[config.mk]
export PLATFORM = sky130hd
export DESIGN_NAME = typec_source_port_control
export DESIGN_NICKNAME = d
export VERILOG_FILES = /design/src/logic/typec_pkg.sv /design/src/logic/event_irq_if.sv /design/src/logic/event_status.sv /design/src/logic/cc_filter.sv /design/src/logic/typec_source_port_control.sv
export SDC_FILE = /design/constraint.sdc
export NUM_CORES = 1
export LEC_CHECK = 0
export BUFFER_PORTS_ARGS = -buffer_cell sky130_fd_sc_hd__buf_2
export CORE_ASPECT_RATIO = 1.2
export CORE_MARGIN = 2
export CORE_UTILIZATION = 30
export DETAILED_ROUTE_END_ITERATION = 8
export PLACE_DENSITY = 0.57
export SLEW_MARGIN = 20
export SYNTH_ARGS = -nofsm -noshare
export SYNTH_HDL_FRONTEND = slang
export SYNTH_SLANG_ARGS = --single-unit
[constraint.sdc]
create_clock -name clk -period 2.9 [get_ports clk]
set_clock_uncertainty 0.1 [all_clocks]
set_input_delay 0.145 -clock clk [delete_from_list [all_inputs] [get_ports clk]]
set_output_delay 0.145 -clock clk [all_outputs]
set_load 0.02 [all_outputs]
[src/logic/typec_pkg.sv]
// Constants and types shared by the Type-C source port control logic.
package typec_pkg;
    // System clock rate.
    localparam int CLK_HZ = 20_000_000;
    localparam int CLK_MHZ = CLK_HZ / 1_000_000;
    // Settling time of a CC line level before it counts, in microseconds.
    localparam int DEBOUNCE_US = 150;
    localparam int DEBOUNCE_CYC = DEBOUNCE_US * CLK_MHZ;
    // Time the VBUS discharge path stays on after a detach, in microseconds.
    localparam int DISCHARGE_US = 1000;
    localparam int DISCHARGE_CYC = DISCHARGE_US * CLK_MHZ;
    // Level seen on a CC line by its comparators.
    localparam logic [1:0] CC_OPEN = 2'h0;
    localparam logic [1:0] CC_RD = 2'h1;
    localparam logic [1:0] CC_RA = 2'h2;
    // Pull-up current advertised on a CC line.
    localparam logic [1:0] RP_OFF = 2'h0;
    localparam logic [1:0] RP_DEFAULT = 2'h1;
    localparam logic [1:0] RP_1A5 = 2'h2;
    localparam logic [1:0] RP_3A0 = 2'h3;
    // Register byte addresses.
    localparam logic [7:0] REG_STATUS = 8'h00;
    localparam logic [7:0] REG_IRQ_CLEAR = 8'h04;
    localparam logic [7:0] REG_IRQ_ENABLE = 8'h08;
    localparam logic [7:0] REG_PORT_STATE = 8'h0c;
    localparam logic [7:0] REG_CONTROL = 8'h10;
    // Event bits of the status, clear and enable registers.
    localparam int EV_W = 4;
    localparam int EV_ATTACH = 0;
    localparam int EV_DETACH = 1;
    localparam int EV_OVERLOAD = 2;
    localparam int EV_HEAVY = 3;
    localparam logic [EV_W-1:0] IRQ_ENABLE_RESET = 4'h0;
    // Control register.
    localparam int CTRL_ENABLE_BIT = 0;
    localparam logic [31:0] CTRL_RESET = 32'h0000_0001;
    // Open-drain status pin indices.
    localparam int OD_W = 6;
    localparam int OD_SINK = 0;
    localparam int OD_HEADSET = 1;
    localparam int OD_TEST_ACC = 2;
    localparam int OD_ORIENT = 3;
    localparam int OD_OVERLOAD = 4;
    localparam int OD_HEAVY = 5;
    // Port state register fields.
    localparam int PS_STATE_LSB = 0;
    localparam int PS_ORIENT_BIT = 4;
    localparam int PS_EMARK_BIT = 5;
    localparam int PS_CURRENT_LIMIT_STRAP_BIT = 6;
    localparam int PS_PIN_LSB = 8;
    localparam int PS_RP1_LSB = 16;
    localparam int PS_RP2_LSB = 18;
    typedef enum logic [2:0] {
        ST_UNATTACHED,
        ST_SINK,
        ST_AUDIO,
        ST_DEBUG,
        ST_DISCHARGE
    } port_state_type;
endpackage

[src/logic/event_irq_if.sv]
// Interface carrying port events, their clears and mask to the status keeper.
`timescale 1ns/100ps
`default_nettype none
interface event_irq_if;
    logic [typec_pkg::EV_W-1:0] raise;
    logic [typec_pkg::EV_W-1:0] clear;
    logic [typec_pkg::EV_W-1:0] mask;
    logic [typec_pkg::EV_W-1:0] status;
    logic                       irq;
    modport owner (output raise, output clear, output mask, input status, input irq);
    modport keeper (input raise, input clear, input mask, output status, output irq);
endinterface
`default_nettype wire

[src/logic/event_status.sv]
// Sticky event status bits with write-one-to-clear and a masked interrupt.
`timescale 1ns/100ps
`default_nettype none
module event_status (
    // Clock and reset
    input  wire logic   clk,
    input  wire logic   rst_n,
    // Events, clears, mask and results
    event_irq_if.keeper ev
);
    logic [typec_pkg::EV_W-1:0] status_q;
    logic [typec_pkg::EV_W-1:0] status_d;

    // A new event in the clearing cycle survives, so none is lost.
    assign status_d = (status_q & ~ev.clear) | ev.raise;
    assign ev.status = status_q;
    assign ev.irq = |(status_q & ev.mask);

    always_ff @(posedge clk) begin
        if (!rst_n) begin
            status_q <= '0;
        end else begin
            status_q <= status_d;
        end
    end
endmodule
`default_nettype wire

[src/logic/cc_filter.sv]
// Debounce of one CC line level: a level counts once it held for CYCLES clocks.
`timescale 1ns/100ps
`default_nettype none
module cc_filter #(
    parameter int CYCLES = typec_pkg::DEBOUNCE_CYC
) (
    // Clock and reset
    input  wire logic       clk,
    input  wire logic       rst_n,
    // Raw and settled line level
    input  wire logic [1:0] raw,
    output logic [1:0]      stable_q
);
    localparam int CW = $clog2(CYCLES + 1);
    localparam logic [CW-1:0] LAST = CW'(CYCLES - 1);

    logic [1:0]    cand_q;
    logic [CW-1:0] cnt_q;
    wire           moved = raw != cand_q;
    wire           held = cnt_q == LAST;

    always_ff @(posedge clk) begin
        if (!rst_n) begin
            cand_q <= typec_pkg::CC_OPEN;
            cnt_q <= '0;
            stable_q <= typec_pkg::CC_OPEN;
        end else if (moved) begin
            cand_q <= raw;
            cnt_q <= '0;
        end else if (held) begin
            stable_q <= cand_q;
        end else begin
            cnt_q <= cnt_q + CW'(1);
        end
    end
endmodule
`default_nettype wire

[src/logic/typec_source_port_control.sv]
// Control logic of a USB Type-C downstream-facing source port.
//
// The address-and-strobe port and the register offsets were chosen for this implementation.
`timescale 1ns/100ps
`default_nettype none
module typec_source_port_control #(
    parameter int DISCHARGE_CYC = typec_pkg::DISCHARGE_CYC,
    parameter int DEBOUNCE_CYC  = typec_pkg::DEBOUNCE_CYC
) (
    // Clock and reset
    input  wire logic                      clk,
    input  wire logic                      rst_n,
    // Control pins
    input  wire logic                      enable,
    input  wire logic                      charge_select,
    input  wire logic                      charge_high_select,
    input  wire logic                      current_limit_strap,
    // CC line levels from the line comparators
    input  wire logic [1:0]                cc1_level,
    input  wire logic [1:0]                cc2_level,
    // Power switch monitors
    input  wire logic                      switch_current_limiting,
    input  wire logic                      switch_over_temp,
    input  wire logic                      load_above_heavy,
    // Power path controls
    output logic                           bus_power_switch_on,
    output logic                           vbus_discharge_on,
    output logic                           cable_power_to_cc1,
    output logic                           cable_power_to_cc2,
    output logic                           current_limit_high,
    // CC pull-up advertisement
    output logic [1:0]                     cc1_rp_level,
    output logic [1:0]                     cc2_rp_level,
    // Open-drain status pins
    input  wire logic [typec_pkg::OD_W-1:0] status_pin_in,
    output logic [typec_pkg::OD_W-1:0]     status_pin_out,
    output logic [typec_pkg::OD_W-1:0]     status_pin_oe_n,
    // Register port
    input  wire logic [7:0]                reg_addr,
    input  wire logic [31:0]               reg_wdata,
    input  wire logic                      reg_write,
    input  wire logic                      reg_read,
    output logic [31:0]                    reg_rdata,
    // Interrupt
    output logic                           irq
);
    localparam int DW = $clog2(DISCHARGE_CYC + 1);
    localparam logic [DW-1:0] DIS_LAST = DW'(DISCHARGE_CYC - 1);
    localparam int EW = typec_pkg::EV_W;
    localparam int PW = typec_pkg::OD_W;

    function automatic logic is_rd(input logic [1:0] level);
        return level == typec_pkg::CC_RD;
    endfunction

    function automatic logic is_ra(input logic [1:0] level);
        return level == typec_pkg::CC_RA;
    endfunction

    // Raw and settled CC levels, index 0 for CC1 and 1 for CC2.
    logic [1:0] cc_raw [2];
    logic [1:0] cc_flt [2];

    // Port state.
    typec_pkg::port_state_type state_q;
    typec_pkg::port_state_type state_d;
    logic                      orient_q;
    logic                      orient_d;
    logic                      emark_q;
    logic                      emark_d;
    logic [DW-1:0]             dis_cnt_q;
    logic [DW-1:0]             dis_cnt_d;
    logic                      attach_ev;
    logic                      detach_ev;

    // Strap capture.
    logic                      strap_done_q;
    logic                      current_limit_strap_q;

    // Output registers.
    logic                      vbus_q;
    logic                      discharge_q;
    logic                      vconn1_q;
    logic                      vconn2_q;
    logic [1:0]                rp1_q;
    logic [1:0]                rp2_q;
    logic [PW-1:0]             pin_q;
    logic [PW-1:0]             pin_d;

    // Software registers.
    logic [31:0]               ctrl_q;
    logic [EW-1:0]             irq_en_q;
    logic [31:0]               rdata_q;
    logic [31:0]               port_word;

    event_irq_if ev ();

    assign cc_raw[0] = cc1_level;
    assign cc_raw[1] = cc2_level;

    for (genvar i = 0; i < 2; i++) begin : g_cc
        cc_filter #(
            .CYCLES (DEBOUNCE_CYC)
        ) u_filter (
            .clk      (clk),
            .rst_n    (rst_n),
            .raw      (cc_raw[i]),
            .stable_q (cc_flt[i])
        );
    end

    // Classification of the settled line levels.
    wire rd1 = is_rd(cc_flt[0]);
    wire rd2 = is_rd(cc_flt[1]);
    wire ra1 = is_ra(cc_flt[0]);
    wire ra2 = is_ra(cc_flt[1]);
    wire cls_debug = rd1 & rd2;
    wire cls_audio = ra1 & ra2;
    wire cls_sink = rd1 ^ rd2;
    wire cls_emark = (rd1 & ra2) | (rd2 & ra1);
    wire sink_still = orient_q ? rd2 : rd1;

    wire port_on = enable & ctrl_q[typec_pkg::CTRL_ENABLE_BIT];

    always_comb begin
        state_d = state_q;
        orient_d = orient_q;
        emark_d = emark_q;
        dis_cnt_d = dis_cnt_q;
        attach_ev = 1'b0;
        detach_ev = 1'b0;
        unique case (state_q)
            typec_pkg::ST_UNATTACHED: begin
                if (port_on && cls_debug) begin
                    state_d = typec_pkg::ST_DEBUG;
                    attach_ev = 1'b1;
                end else if (port_on && cls_audio) begin
                    state_d = typec_pkg::ST_AUDIO;
                    attach_ev = 1'b1;
                end else if (port_on && cls_sink) begin
                    state_d = typec_pkg::ST_SINK;
                    orient_d = rd2;
                    emark_d = cls_emark;
                    attach_ev = 1'b1;
                end
            end
            typec_pkg::ST_SINK: begin
                if (!port_on || !sink_still) begin
                    state_d = typec_pkg::ST_DISCHARGE;
                    orient_d = 1'b0;
                    emark_d = 1'b0;
                    dis_cnt_d = '0;
                    detach_ev = 1'b1;
                end
            end
            typec_pkg::ST_AUDIO: begin
                if (!port_on || !cls_audio) begin
                    state_d = typec_pkg::ST_UNATTACHED;
                    detach_ev = 1'b1;
                end
            end
            typec_pkg::ST_DEBUG: begin
                if (!port_on || !cls_debug) begin
                    state_d = typec_pkg::ST_UNATTACHED;
                    detach_ev = 1'b1;
                end
            end
            typec_pkg::ST_DISCHARGE: begin
                // The port stays deaf until VBUS had time to bleed down.
                if (dis_cnt_q == DIS_LAST) begin
                    state_d = typec_pkg::ST_UNATTACHED;
                end else begin
                    dis_cnt_d = dis_cnt_q + DW'(1);
                end
            end
            default: begin
                state_d = typec_pkg::ST_UNATTACHED;
                orient_d = 1'b0;
                emark_d = 1'b0;
            end
        endcase
    end

    // Output values for the state being entered.
    wire in_sink = state_d == typec_pkg::ST_SINK;
    wire rp_both = port_on & (state_d != typec_pkg::ST_SINK) & (state_d != typec_pkg::ST_DISCHARGE);

    // high level only in Type-C mode
    wire [1:0] adv_level = !charge_select ? typec_pkg::RP_DEFAULT
                         : charge_high_select ? typec_pkg::RP_3A0 : typec_pkg::RP_1A5;

    wire [1:0] rp1_d = (rp_both | (in_sink & !orient_d)) ? adv_level : typec_pkg::RP_OFF;
    wire [1:0] rp2_d = (rp_both | (in_sink & orient_d)) ? adv_level : typec_pkg::RP_OFF;

    wire vconn1_d = in_sink & emark_d & orient_d;
    wire vconn2_d = in_sink & emark_d & !orient_d;

    wire overload = switch_current_limiting | switch_over_temp;

    wire heavy = in_sink & (adv_level == typec_pkg::RP_3A0) & load_above_heavy;

    always_comb begin
        pin_d = '0;
        pin_d[typec_pkg::OD_SINK] = in_sink;
        pin_d[typec_pkg::OD_HEADSET] = state_d == typec_pkg::ST_AUDIO;
        pin_d[typec_pkg::OD_TEST_ACC] = state_d == typec_pkg::ST_DEBUG;
        pin_d[typec_pkg::OD_ORIENT] = in_sink & orient_d;
        pin_d[typec_pkg::OD_OVERLOAD] = overload;
        pin_d[typec_pkg::OD_HEAVY] = heavy;
    end

    always_ff @(posedge clk) begin
        if (!rst_n) begin
            state_q <= typec_pkg::ST_UNATTACHED;
            orient_q <= 1'b0;
            emark_q <= 1'b0;
            dis_cnt_q <= '0;
        end else begin
            state_q <= state_d;
            orient_q <= orient_d;
            emark_q <= emark_d;
            dis_cnt_q <= dis_cnt_d;
        end
    end

    always_ff @(posedge clk) begin
        if (!rst_n) begin
            vbus_q <= 1'b0;
            discharge_q <= 1'b0;
            vconn1_q <= 1'b0;
            vconn2_q <= 1'b0;
            rp1_q <= typec_pkg::RP_OFF;
            rp2_q <= typec_pkg::RP_OFF;
            pin_q <= '0;
        end else begin
            vbus_q <= in_sink;
            discharge_q <= state_d == typec_pkg::ST_DISCHARGE;
            vconn1_q <= vconn1_d;
            vconn2_q <= vconn2_d;
            rp1_q <= rp1_d;
            rp2_q <= rp2_d;
            pin_q <= pin_d;
        end
    end

    always_ff @(posedge clk) begin
        if (!rst_n) begin
            strap_done_q <= 1'b0;
            current_limit_strap_q <= 1'b0;
        end else if (!strap_done_q) begin
            strap_done_q <= 1'b1;
            current_limit_strap_q <= current_limit_strap;
        end
    end

    // Register decode.
    wire wr_clear = reg_write & (reg_addr == typec_pkg::REG_IRQ_CLEAR);
    wire wr_enable = reg_write & (reg_addr == typec_pkg::REG_IRQ_ENABLE);
    wire wr_ctrl = reg_write & (reg_addr == typec_pkg::REG_CONTROL);

    // Events rise on edges, so a lasting fault raises one interrupt only.
    assign ev.raise[typec_pkg::EV_ATTACH] = attach_ev;
    assign ev.raise[typec_pkg::EV_DETACH] = detach_ev;
    assign ev.raise[typec_pkg::EV_OVERLOAD] = pin_d[typec_pkg::OD_OVERLOAD] & ~pin_q[typec_pkg::OD_OVERLOAD];
    assign ev.raise[typec_pkg::EV_HEAVY] = pin_d[typec_pkg::OD_HEAVY] & ~pin_q[typec_pkg::OD_HEAVY];
    assign ev.clear = wr_clear ? reg_wdata[EW-1:0] : '0;
    assign ev.mask = irq_en_q;

    event_status u_status (
        .clk   (clk),
        .rst_n (rst_n),
        .ev    (ev.keeper)
    );

    always_comb begin
        port_word = '0;
        port_word[typec_pkg::PS_STATE_LSB +: 3] = state_q;
        port_word[typec_pkg::PS_ORIENT_BIT] = orient_q;
        port_word[typec_pkg::PS_EMARK_BIT] = emark_q;
        port_word[typec_pkg::PS_CURRENT_LIMIT_STRAP_BIT] = current_limit_strap_q;
        port_word[typec_pkg::PS_PIN_LSB +: PW] = status_pin_in;
        port_word[typec_pkg::PS_RP1_LSB +: 2] = rp1_q;
        port_word[typec_pkg::PS_RP2_LSB +: 2] = rp2_q;
    end

    // Write-only and unmapped addresses read as zero.
    wire [31:0] rd_mux = (reg_addr == typec_pkg::REG_STATUS) ? {{(32 - EW){1'b0}}, ev.status}
                       : (reg_addr == typec_pkg::REG_IRQ_ENABLE) ? {{(32 - EW){1'b0}}, irq_en_q}
                       : (reg_addr == typec_pkg::REG_PORT_STATE) ? port_word
                       : (reg_addr == typec_pkg::REG_CONTROL) ? ctrl_q : 32'h0000_0000;

    always_ff @(posedge clk) begin
        if (!rst_n) begin
            ctrl_q <= typec_pkg::CTRL_RESET;
            irq_en_q <= typec_pkg::IRQ_ENABLE_RESET;
            rdata_q <= '0;
        end else begin
            if (wr_ctrl) begin
                ctrl_q <= {31'h0000_0000, reg_wdata[typec_pkg::CTRL_ENABLE_BIT]};
            end
            if (wr_enable) begin
                irq_en_q <= reg_wdata[EW-1:0];
            end
            rdata_q <= reg_read ? rd_mux : '0;
        end
    end

    assign status_pin_out = '0;
    assign status_pin_oe_n = ~pin_q;

    assign bus_power_switch_on = vbus_q;
    assign vbus_discharge_on = discharge_q;
    assign cable_power_to_cc1 = vconn1_q;
    assign cable_power_to_cc2 = vconn2_q;
    assign current_limit_high = current_limit_strap_q;
    assign cc1_rp_level = rp1_q;
    assign cc2_rp_level = rp2_q;
    assign reg_rdata = rdata_q;
    assign irq = ev.irq;
endmodule
`default_nettype wire

======== After elaboration in Yosys (flattened, before gate mapping) ========
Cells that the tools add are included.
word-level totals
  bits in registers ....................... 94
  word-level logic and storage cells ...... 151
cells by class
  $add $sub $neg .......................... 3
  equal/unequal tests ..................... 26
  muxes and demuxes ....................... 38
  bitwise logic cells ..................... 35
  reduce and logical (&&, ||, !) cells .... 25
operator list
  cell                                                                    number
  15-bit two-way mux                                                      2
  15-bit case mux with 2 select lines                                     1
  12-bit by 1-bit adder with 12-bit output (second input constant)        2
  12-bit equality test (second input constant)                            2
  3-bit two-way mux                                                       7
  20-bit two-way mux                                                      1
  1-bit bitwise AND                                                       19
  1-bit two-way mux                                                       19
  8-bit by 4-bit equality test with 1-bit output (second input constant)  2
  15-bit by 1-bit adder with 15-bit output (second input constant)        1
  15-bit equality test (second input constant)                            1
  3-bit case mux with 5 select lines                                      1
  3-bit by 2-bit equality test with 1-bit output (second input constant)  4
  4-bit two-way mux                                                       3
  2-bit AND reduction                                                     5
  1-bit case mux with 3 select lines                                      3
  4-bit bitwise AND                                                       2
  8-bit by 3-bit equality test with 1-bit output (second input constant)  1
  8-bit by 5-bit equality test with 1-bit output (second input constant)  1
  8-bit logical NOT                                                       1
  4-bit OR reduction                                                      2
  2-bit equality test (second input constant)                             3
  3-bit by 1-bit equality test with 1-bit output (second input constant)  2
  3-bit equality test (second input constant)                             2
  20 further kinds                                                        40

======== Logic depth before layout (Yosys ltp) ========
  depth in word-level cells ............... 12
  depth in mapped cells ................... 6

======== Modules after synthesis ========
Synthesis repeated with hierarchy kept, for this count alone.
second synthesis, totals
  cells, all modules ...................... 493
  area, all modules ....................... 4292.9 um2
by module, submodules not included
  module                     times used  cells an instance  area an instance (um2)  seq. area each (um2)
  typec_source_port_control  1           320                2725.1                  1141.1
  cc_filter                  2           79                 706.9                   320.3
  event_status               1           15                 153.9                   80.1

======== Worst setup path before layout ========
No wires, ideal clock.
  path kind ............................... register to register
  start point ............................. register dis_cnt_q[13]
  end point ............................... register rp1_q[0] (netlist: cc1_rp_level[0])
  setup time .............................. 70 ps
  arrival time ............................ 1909 ps
  slack ................................... 821 ps
  stages on the path, launching flop included .. 5
  path buffers ............................ 0
  path through ............................ dfxtp_1 > or4_4 > o41a_1 > a2111o_1 > a21oi_1
on the way
  longest elaborated chain between the ends .. 8
  elaborated cells on any way between the ends .. 11
RTL lines
  item                                              line                              source
  start: declaration                                typec_source_port_control.sv:71   logic [DW-1:0] dis_cnt_q;
  start signal: assignment                          typec_source_port_control.sv:222  dis_cnt_q <= dis_cnt_d;
  15-bit equality test (*)                          typec_source_port_control.sv:170  if (dis_cnt_q == DIS_LAST) begin
  3-bit two-way mux (*)                             typec_source_port_control.sv:170
  3-bit case mux with 5 select lines (*)            typec_source_port_control.sv:132  unique case (state_q)
  3-bit by 1-bit inequality test with 1-bit output  typec_source_port_control.sv:186  wire rp_both = port_on & (state_d != typec_pkg::ST_SINK) & (state_d != typec_pkg::ST_DISCHARGE);
  1-bit bitwise AND (2 in series)                   typec_source_port_control.sv:186
  1-bit bitwise OR (*)                              typec_source_port_control.sv:192  wire [1:0] rp1_d = (rp_both | (in_sink & !orient_d)) ? adv_level : typec_pkg::RP_OFF;
  2-bit AND reduction (no source line) (*)          n/a
  end signal: assignment                            typec_source_port_control.sv:232  rp1_q <= typec_pkg::RP_OFF;
  end signal: assignment                            typec_source_port_control.sv:240  rp1_q <= rp1_d;
  end: declaration                                  typec_source_port_control.sv:85   logic [1:0] rp1_q;
Mark *: on every way between the ends. The rest lies on a longest branch, timed or not.
A chain may end at the register's enable or synchronous reset.

======== Worst setup path in the final report ========
  start point ............................. register g_cc[0].u_filter.stable_q[0]
  end point ............................... register pin_q[5]
on the way
  longest elaborated chain between the ends .. 10
  elaborated cells on any way between the ends .. 25
RTL lines
  item                                                line                              source
  start: declaration                                  cc_filter.sv:12                   output logic [1:0] stable_q
  start signal: assignment                            cc_filter.sv:26                   stable_q <= typec_pkg::CC_OPEN;
  start signal: assignment                            cc_filter.sv:31                   stable_q <= cand_q;
  2-bit by 1-bit equality test with 1-bit output      typec_source_port_control.sv:53   return level == typec_pkg::CC_RD;
  1-bit XOR                                           typec_source_port_control.sv:119  wire cls_sink = rd1 ^ rd2;
  1-bit logical AND                                   typec_source_port_control.sv:140  end else if (port_on && cls_sink) begin
  3-bit two-way mux                                   typec_source_port_control.sv:140
  3-bit two-way mux                                   typec_source_port_control.sv:137  end else if (port_on && cls_audio) begin
  3-bit two-way mux                                   typec_source_port_control.sv:134  if (port_on && cls_debug) begin
  3-bit case mux with 5 select lines (*)              typec_source_port_control.sv:132
  3-bit by 1-bit equality test with 1-bit output (*)  typec_source_port_control.sv:185  wire in_sink = state_d == typec_pkg::ST_SINK;
  1-bit bitwise AND (*) (2 in series)                 typec_source_port_control.sv:200  wire heavy = in_sink & (adv_level == typec_pkg::RP_3A0) & load_above_heavy;
  end signal: assignment                              typec_source_port_control.sv:242  pin_q <= pin_d;
  end: declaration                                    typec_source_port_control.sv:87   logic [PW-1:0] pin_q;
Marked as above.

==> results by group <==
Yosys
  – Synth Flop Type: dfxtp_1
  – Synth unique cells: 59
  – Biggest area consumer among synthesized cells: dfxtp_1
  – Post-Syn Instances: 458
  – Mapped cell area: 0.00415 mm2
  – Top-area cell type share of the netlist area: 0.449
  – Post-synth top cells: 93 x dfxtp_1, 58 x nor2_1, 36 x nand2_1, 23 x buf_4, 20 x xor2_1
  – Post-synth ARST share: 0
  – Mapped Avg Cell Area: 9.05 um2
  – #FFs+latches synth: 93
  – Post-synth EDFFs: 0
  – Dominant cells by area after synthesis: dfxtp_1 45%, nor2_1 5.3%, xor2_1 4.2%
  – Seq/Total Area, Yosys: 0.449
  – Yosys warning count: 0
  – Count leader, synth: dfxtp_1

GRT
  – Antenna violations before repair: 0
  – Gr ovfl total: 0
  – GRT Resource Usage Total: 0.116
  – Largest net degree at the start of global routing: 35
  – First-pass GRT wire length: around 14000 um
  – Vias in the first global route: ~3200

Clocking
  – Clock sink count: between 90 and 100
  – Root buffer cell: clkbuf_16
  – Worst-Skew Late Latency: 340 ps
  – Total CTS buffers: 9
  – CTS tree: done
  – Hold buffers post-CTS: 20
  – Worst-path clk slew: 60 ps
  – Setup bufs post-CTS: 0
  – CTS-repair resized insts: 0
  – Worst-case clock buffer depth: 2
  – CTS HTree Levels: 3

Hold path
  – Worst min path class: in -> reg

STA
  – Final Cycle Share: 0.784
  – Minimum clock period: 2270 ps
  – Final hold vios: 0
  – Setup TNS: 0 ps
  – Slew margin rel.: 0.480
  – Worst-margin pin slew: approximately 770 ps
  – RSZ-0062 raised after global routing: no
  – Fin worst setup slack: around 630 ps
  – Final Max Tran Viols: 0
  – # setup viols final: 0
  – FMAX: 440 MHz

Floorplan
  – Core area: 0.0136 mm2
  – Die area: between 0.01 and 0.015 mm2
  – # IOs: 115
  – Die Span Y: 133 um
  – FP Rows: 47
  – Chip width: 111 um
  – Initial Util: 0.304

Worst setup path
  – Critical path class: reg -> reg
  – CP Data Required Time: 3080 ps
  – Setup crit end kind: flip-flop
  – Crit-path max cell delay: around 560 ps
  – CP Launch Type: flip-flop
  – Worst path cell trace: or3b_1 -> a31o_1 -> a21oi_2 -> nand3_1 -> dlygate4sd3_1 -> nor2_1
  – Worst Path Max Fanout: 7
  – Slowest CP cell: dlygate4sd3_1
  – CP arrival: roughly 2500 ps

Finish
  – Number of diodes: 0
  – Layout cell share with drive strength beyond 1: 0.168
  – Final non-filler cell total: 718
  – Final Util: 0.369
  – Nets: 606
  – Area Overhead vs Synth: 21.5%

Pwr
  – Max rail drop VDD: 0.000281 V
  – PwrDens: 506 mW/mm2
  – Total Power: around 2500 uW
  – Leak Pwr: 0.00194 uW

Route
  – Initial drt markers: 117
  – Antenna Nets Post-Route: 0
  – Wire per inst: around 12 um
  – DR DRC count: 0
  – Drt first pass iters: 4
  – Via Count: 3319
  – Vias per cell: 4.62
  – Routed wire length: 8400 um

Place
  – DP HPWL: between 6000 and 7000 um
  – Placer Congestion: 0.852
  – Port Buffers: 65
  – Placed insts: 682
  – DP Worst Slack: between 600 and 700 ps

Run status
  – Status: complete, no violations

Run
  – Max-cap viol count: 0
-- cells in the final DEF, fill, tap and decap left out, types with 11 or more instances in the layout --
| master | instances |
|---|---|
| nor2b_1 | 11 |
| and2_1 | 19 |
| xor2_1 | 20 |
| dlygate4sd3_1 | 20 |
| dfxtp_1 | 93 |
| nor2_1 | 58 |
| xnor2_1 | 17 |
| nor3_1 | 11 |
| buf_2 | 65 |
| conb_1 | 21 |
| nand2_1 | 36 |
| inv_1 | 13 |
| nand4_1 | 11 |
| a21oi_1 | 17 |
| nand3_1 | 18 |
-- final cells by class --
type / count / area (um2)
well taps: 171 / 214
clock inverters: 3 / 18.8
fillers: 1406 / 8610
multi-input cells: 339 / 2090
flip-flops and latches: 93 / 1860
clock buffers: 13 / 270
repair buffers: 86 / 533
inverters: 13 / 48.8
-- metal layers --
layer | share of wire | global-route usage | up-vias
met5 | 0 | 0 | -
met4 | 0.026 | 0.0665 | 0
met3 | 0.050 | 0.0279 | 20
met2 | 0.47 | 0.191 | 91
met1 | 0.45 | 0.139 | 1516
li1 | - | - | 1692
-- worst paths after layout --
kind              slack [ps]  cells after the start              end                         start
setup / recovery         630                      6         pin_q[5]  g_cc[0].u_filter.stable_q[0]
setup reg to reg         630                      6         pin_q[5]  g_cc[0].u_filter.stable_q[0]
hold reg to reg          350                      1    reg_rdata[16]               cc1_rp_level[0]
hold / removal            30                      3  cc2_rp_level[1]                 charge_select
-- per-stage QoR --
step / area (um2) / hold WS [ps]
2_1_floorplan: 4220 / 72.7
3_3_place_gp: 4550 / 249
3_5_place_dp: 4550 / 250
4_1_cts: 5040 / 17.3
5_1_grt: 5040 / 38.3
6_report: 5040 / 30.9
-- flip-flops by register name, indices dropped and copies added (netlist names), 2 cells and up --
signal,cells
ev.mask,4
g_cc.u_filter.cnt_q,24
u_status.ev.status,4
cc2_rp_level,2
g_cc.u_filter.stable_q,4
state_q,3
g_cc.u_filter.cand_q,4
reg_rdata,17
cc1_rp_level,2
pin_q,6
dis_cnt_q,15
-- logic make-up after synthesis --
group	after synthesis	share of synthesized area
multiplexers	12	0.0296
other	1	0.000904
XOR/XNOR	37	0.0782
flip-flops	93	0.449
AO/OA/AOI/OAI	54	0.0935
AND/OR/NAND/NOR	212	0.275
adder cells (fa/ha/maj)	3	0.00905
buffers and inverters	46	0.0649
-- critical path, delay by kind of cell, from the launching register on --
kind,cells,cell delay (ps)
DFF,1,410
and+or+nand+nor,3,600
AOI/OAI and AO/OA,2,540
buffers and inverters,1,560
-- power breakdown --
group | internal, uW | switching [uW]
clock | 650 | 464
combinational | 55.0 | 82.4
sequential | 1290 | 8.27
(Power assumes the default switching activity.)
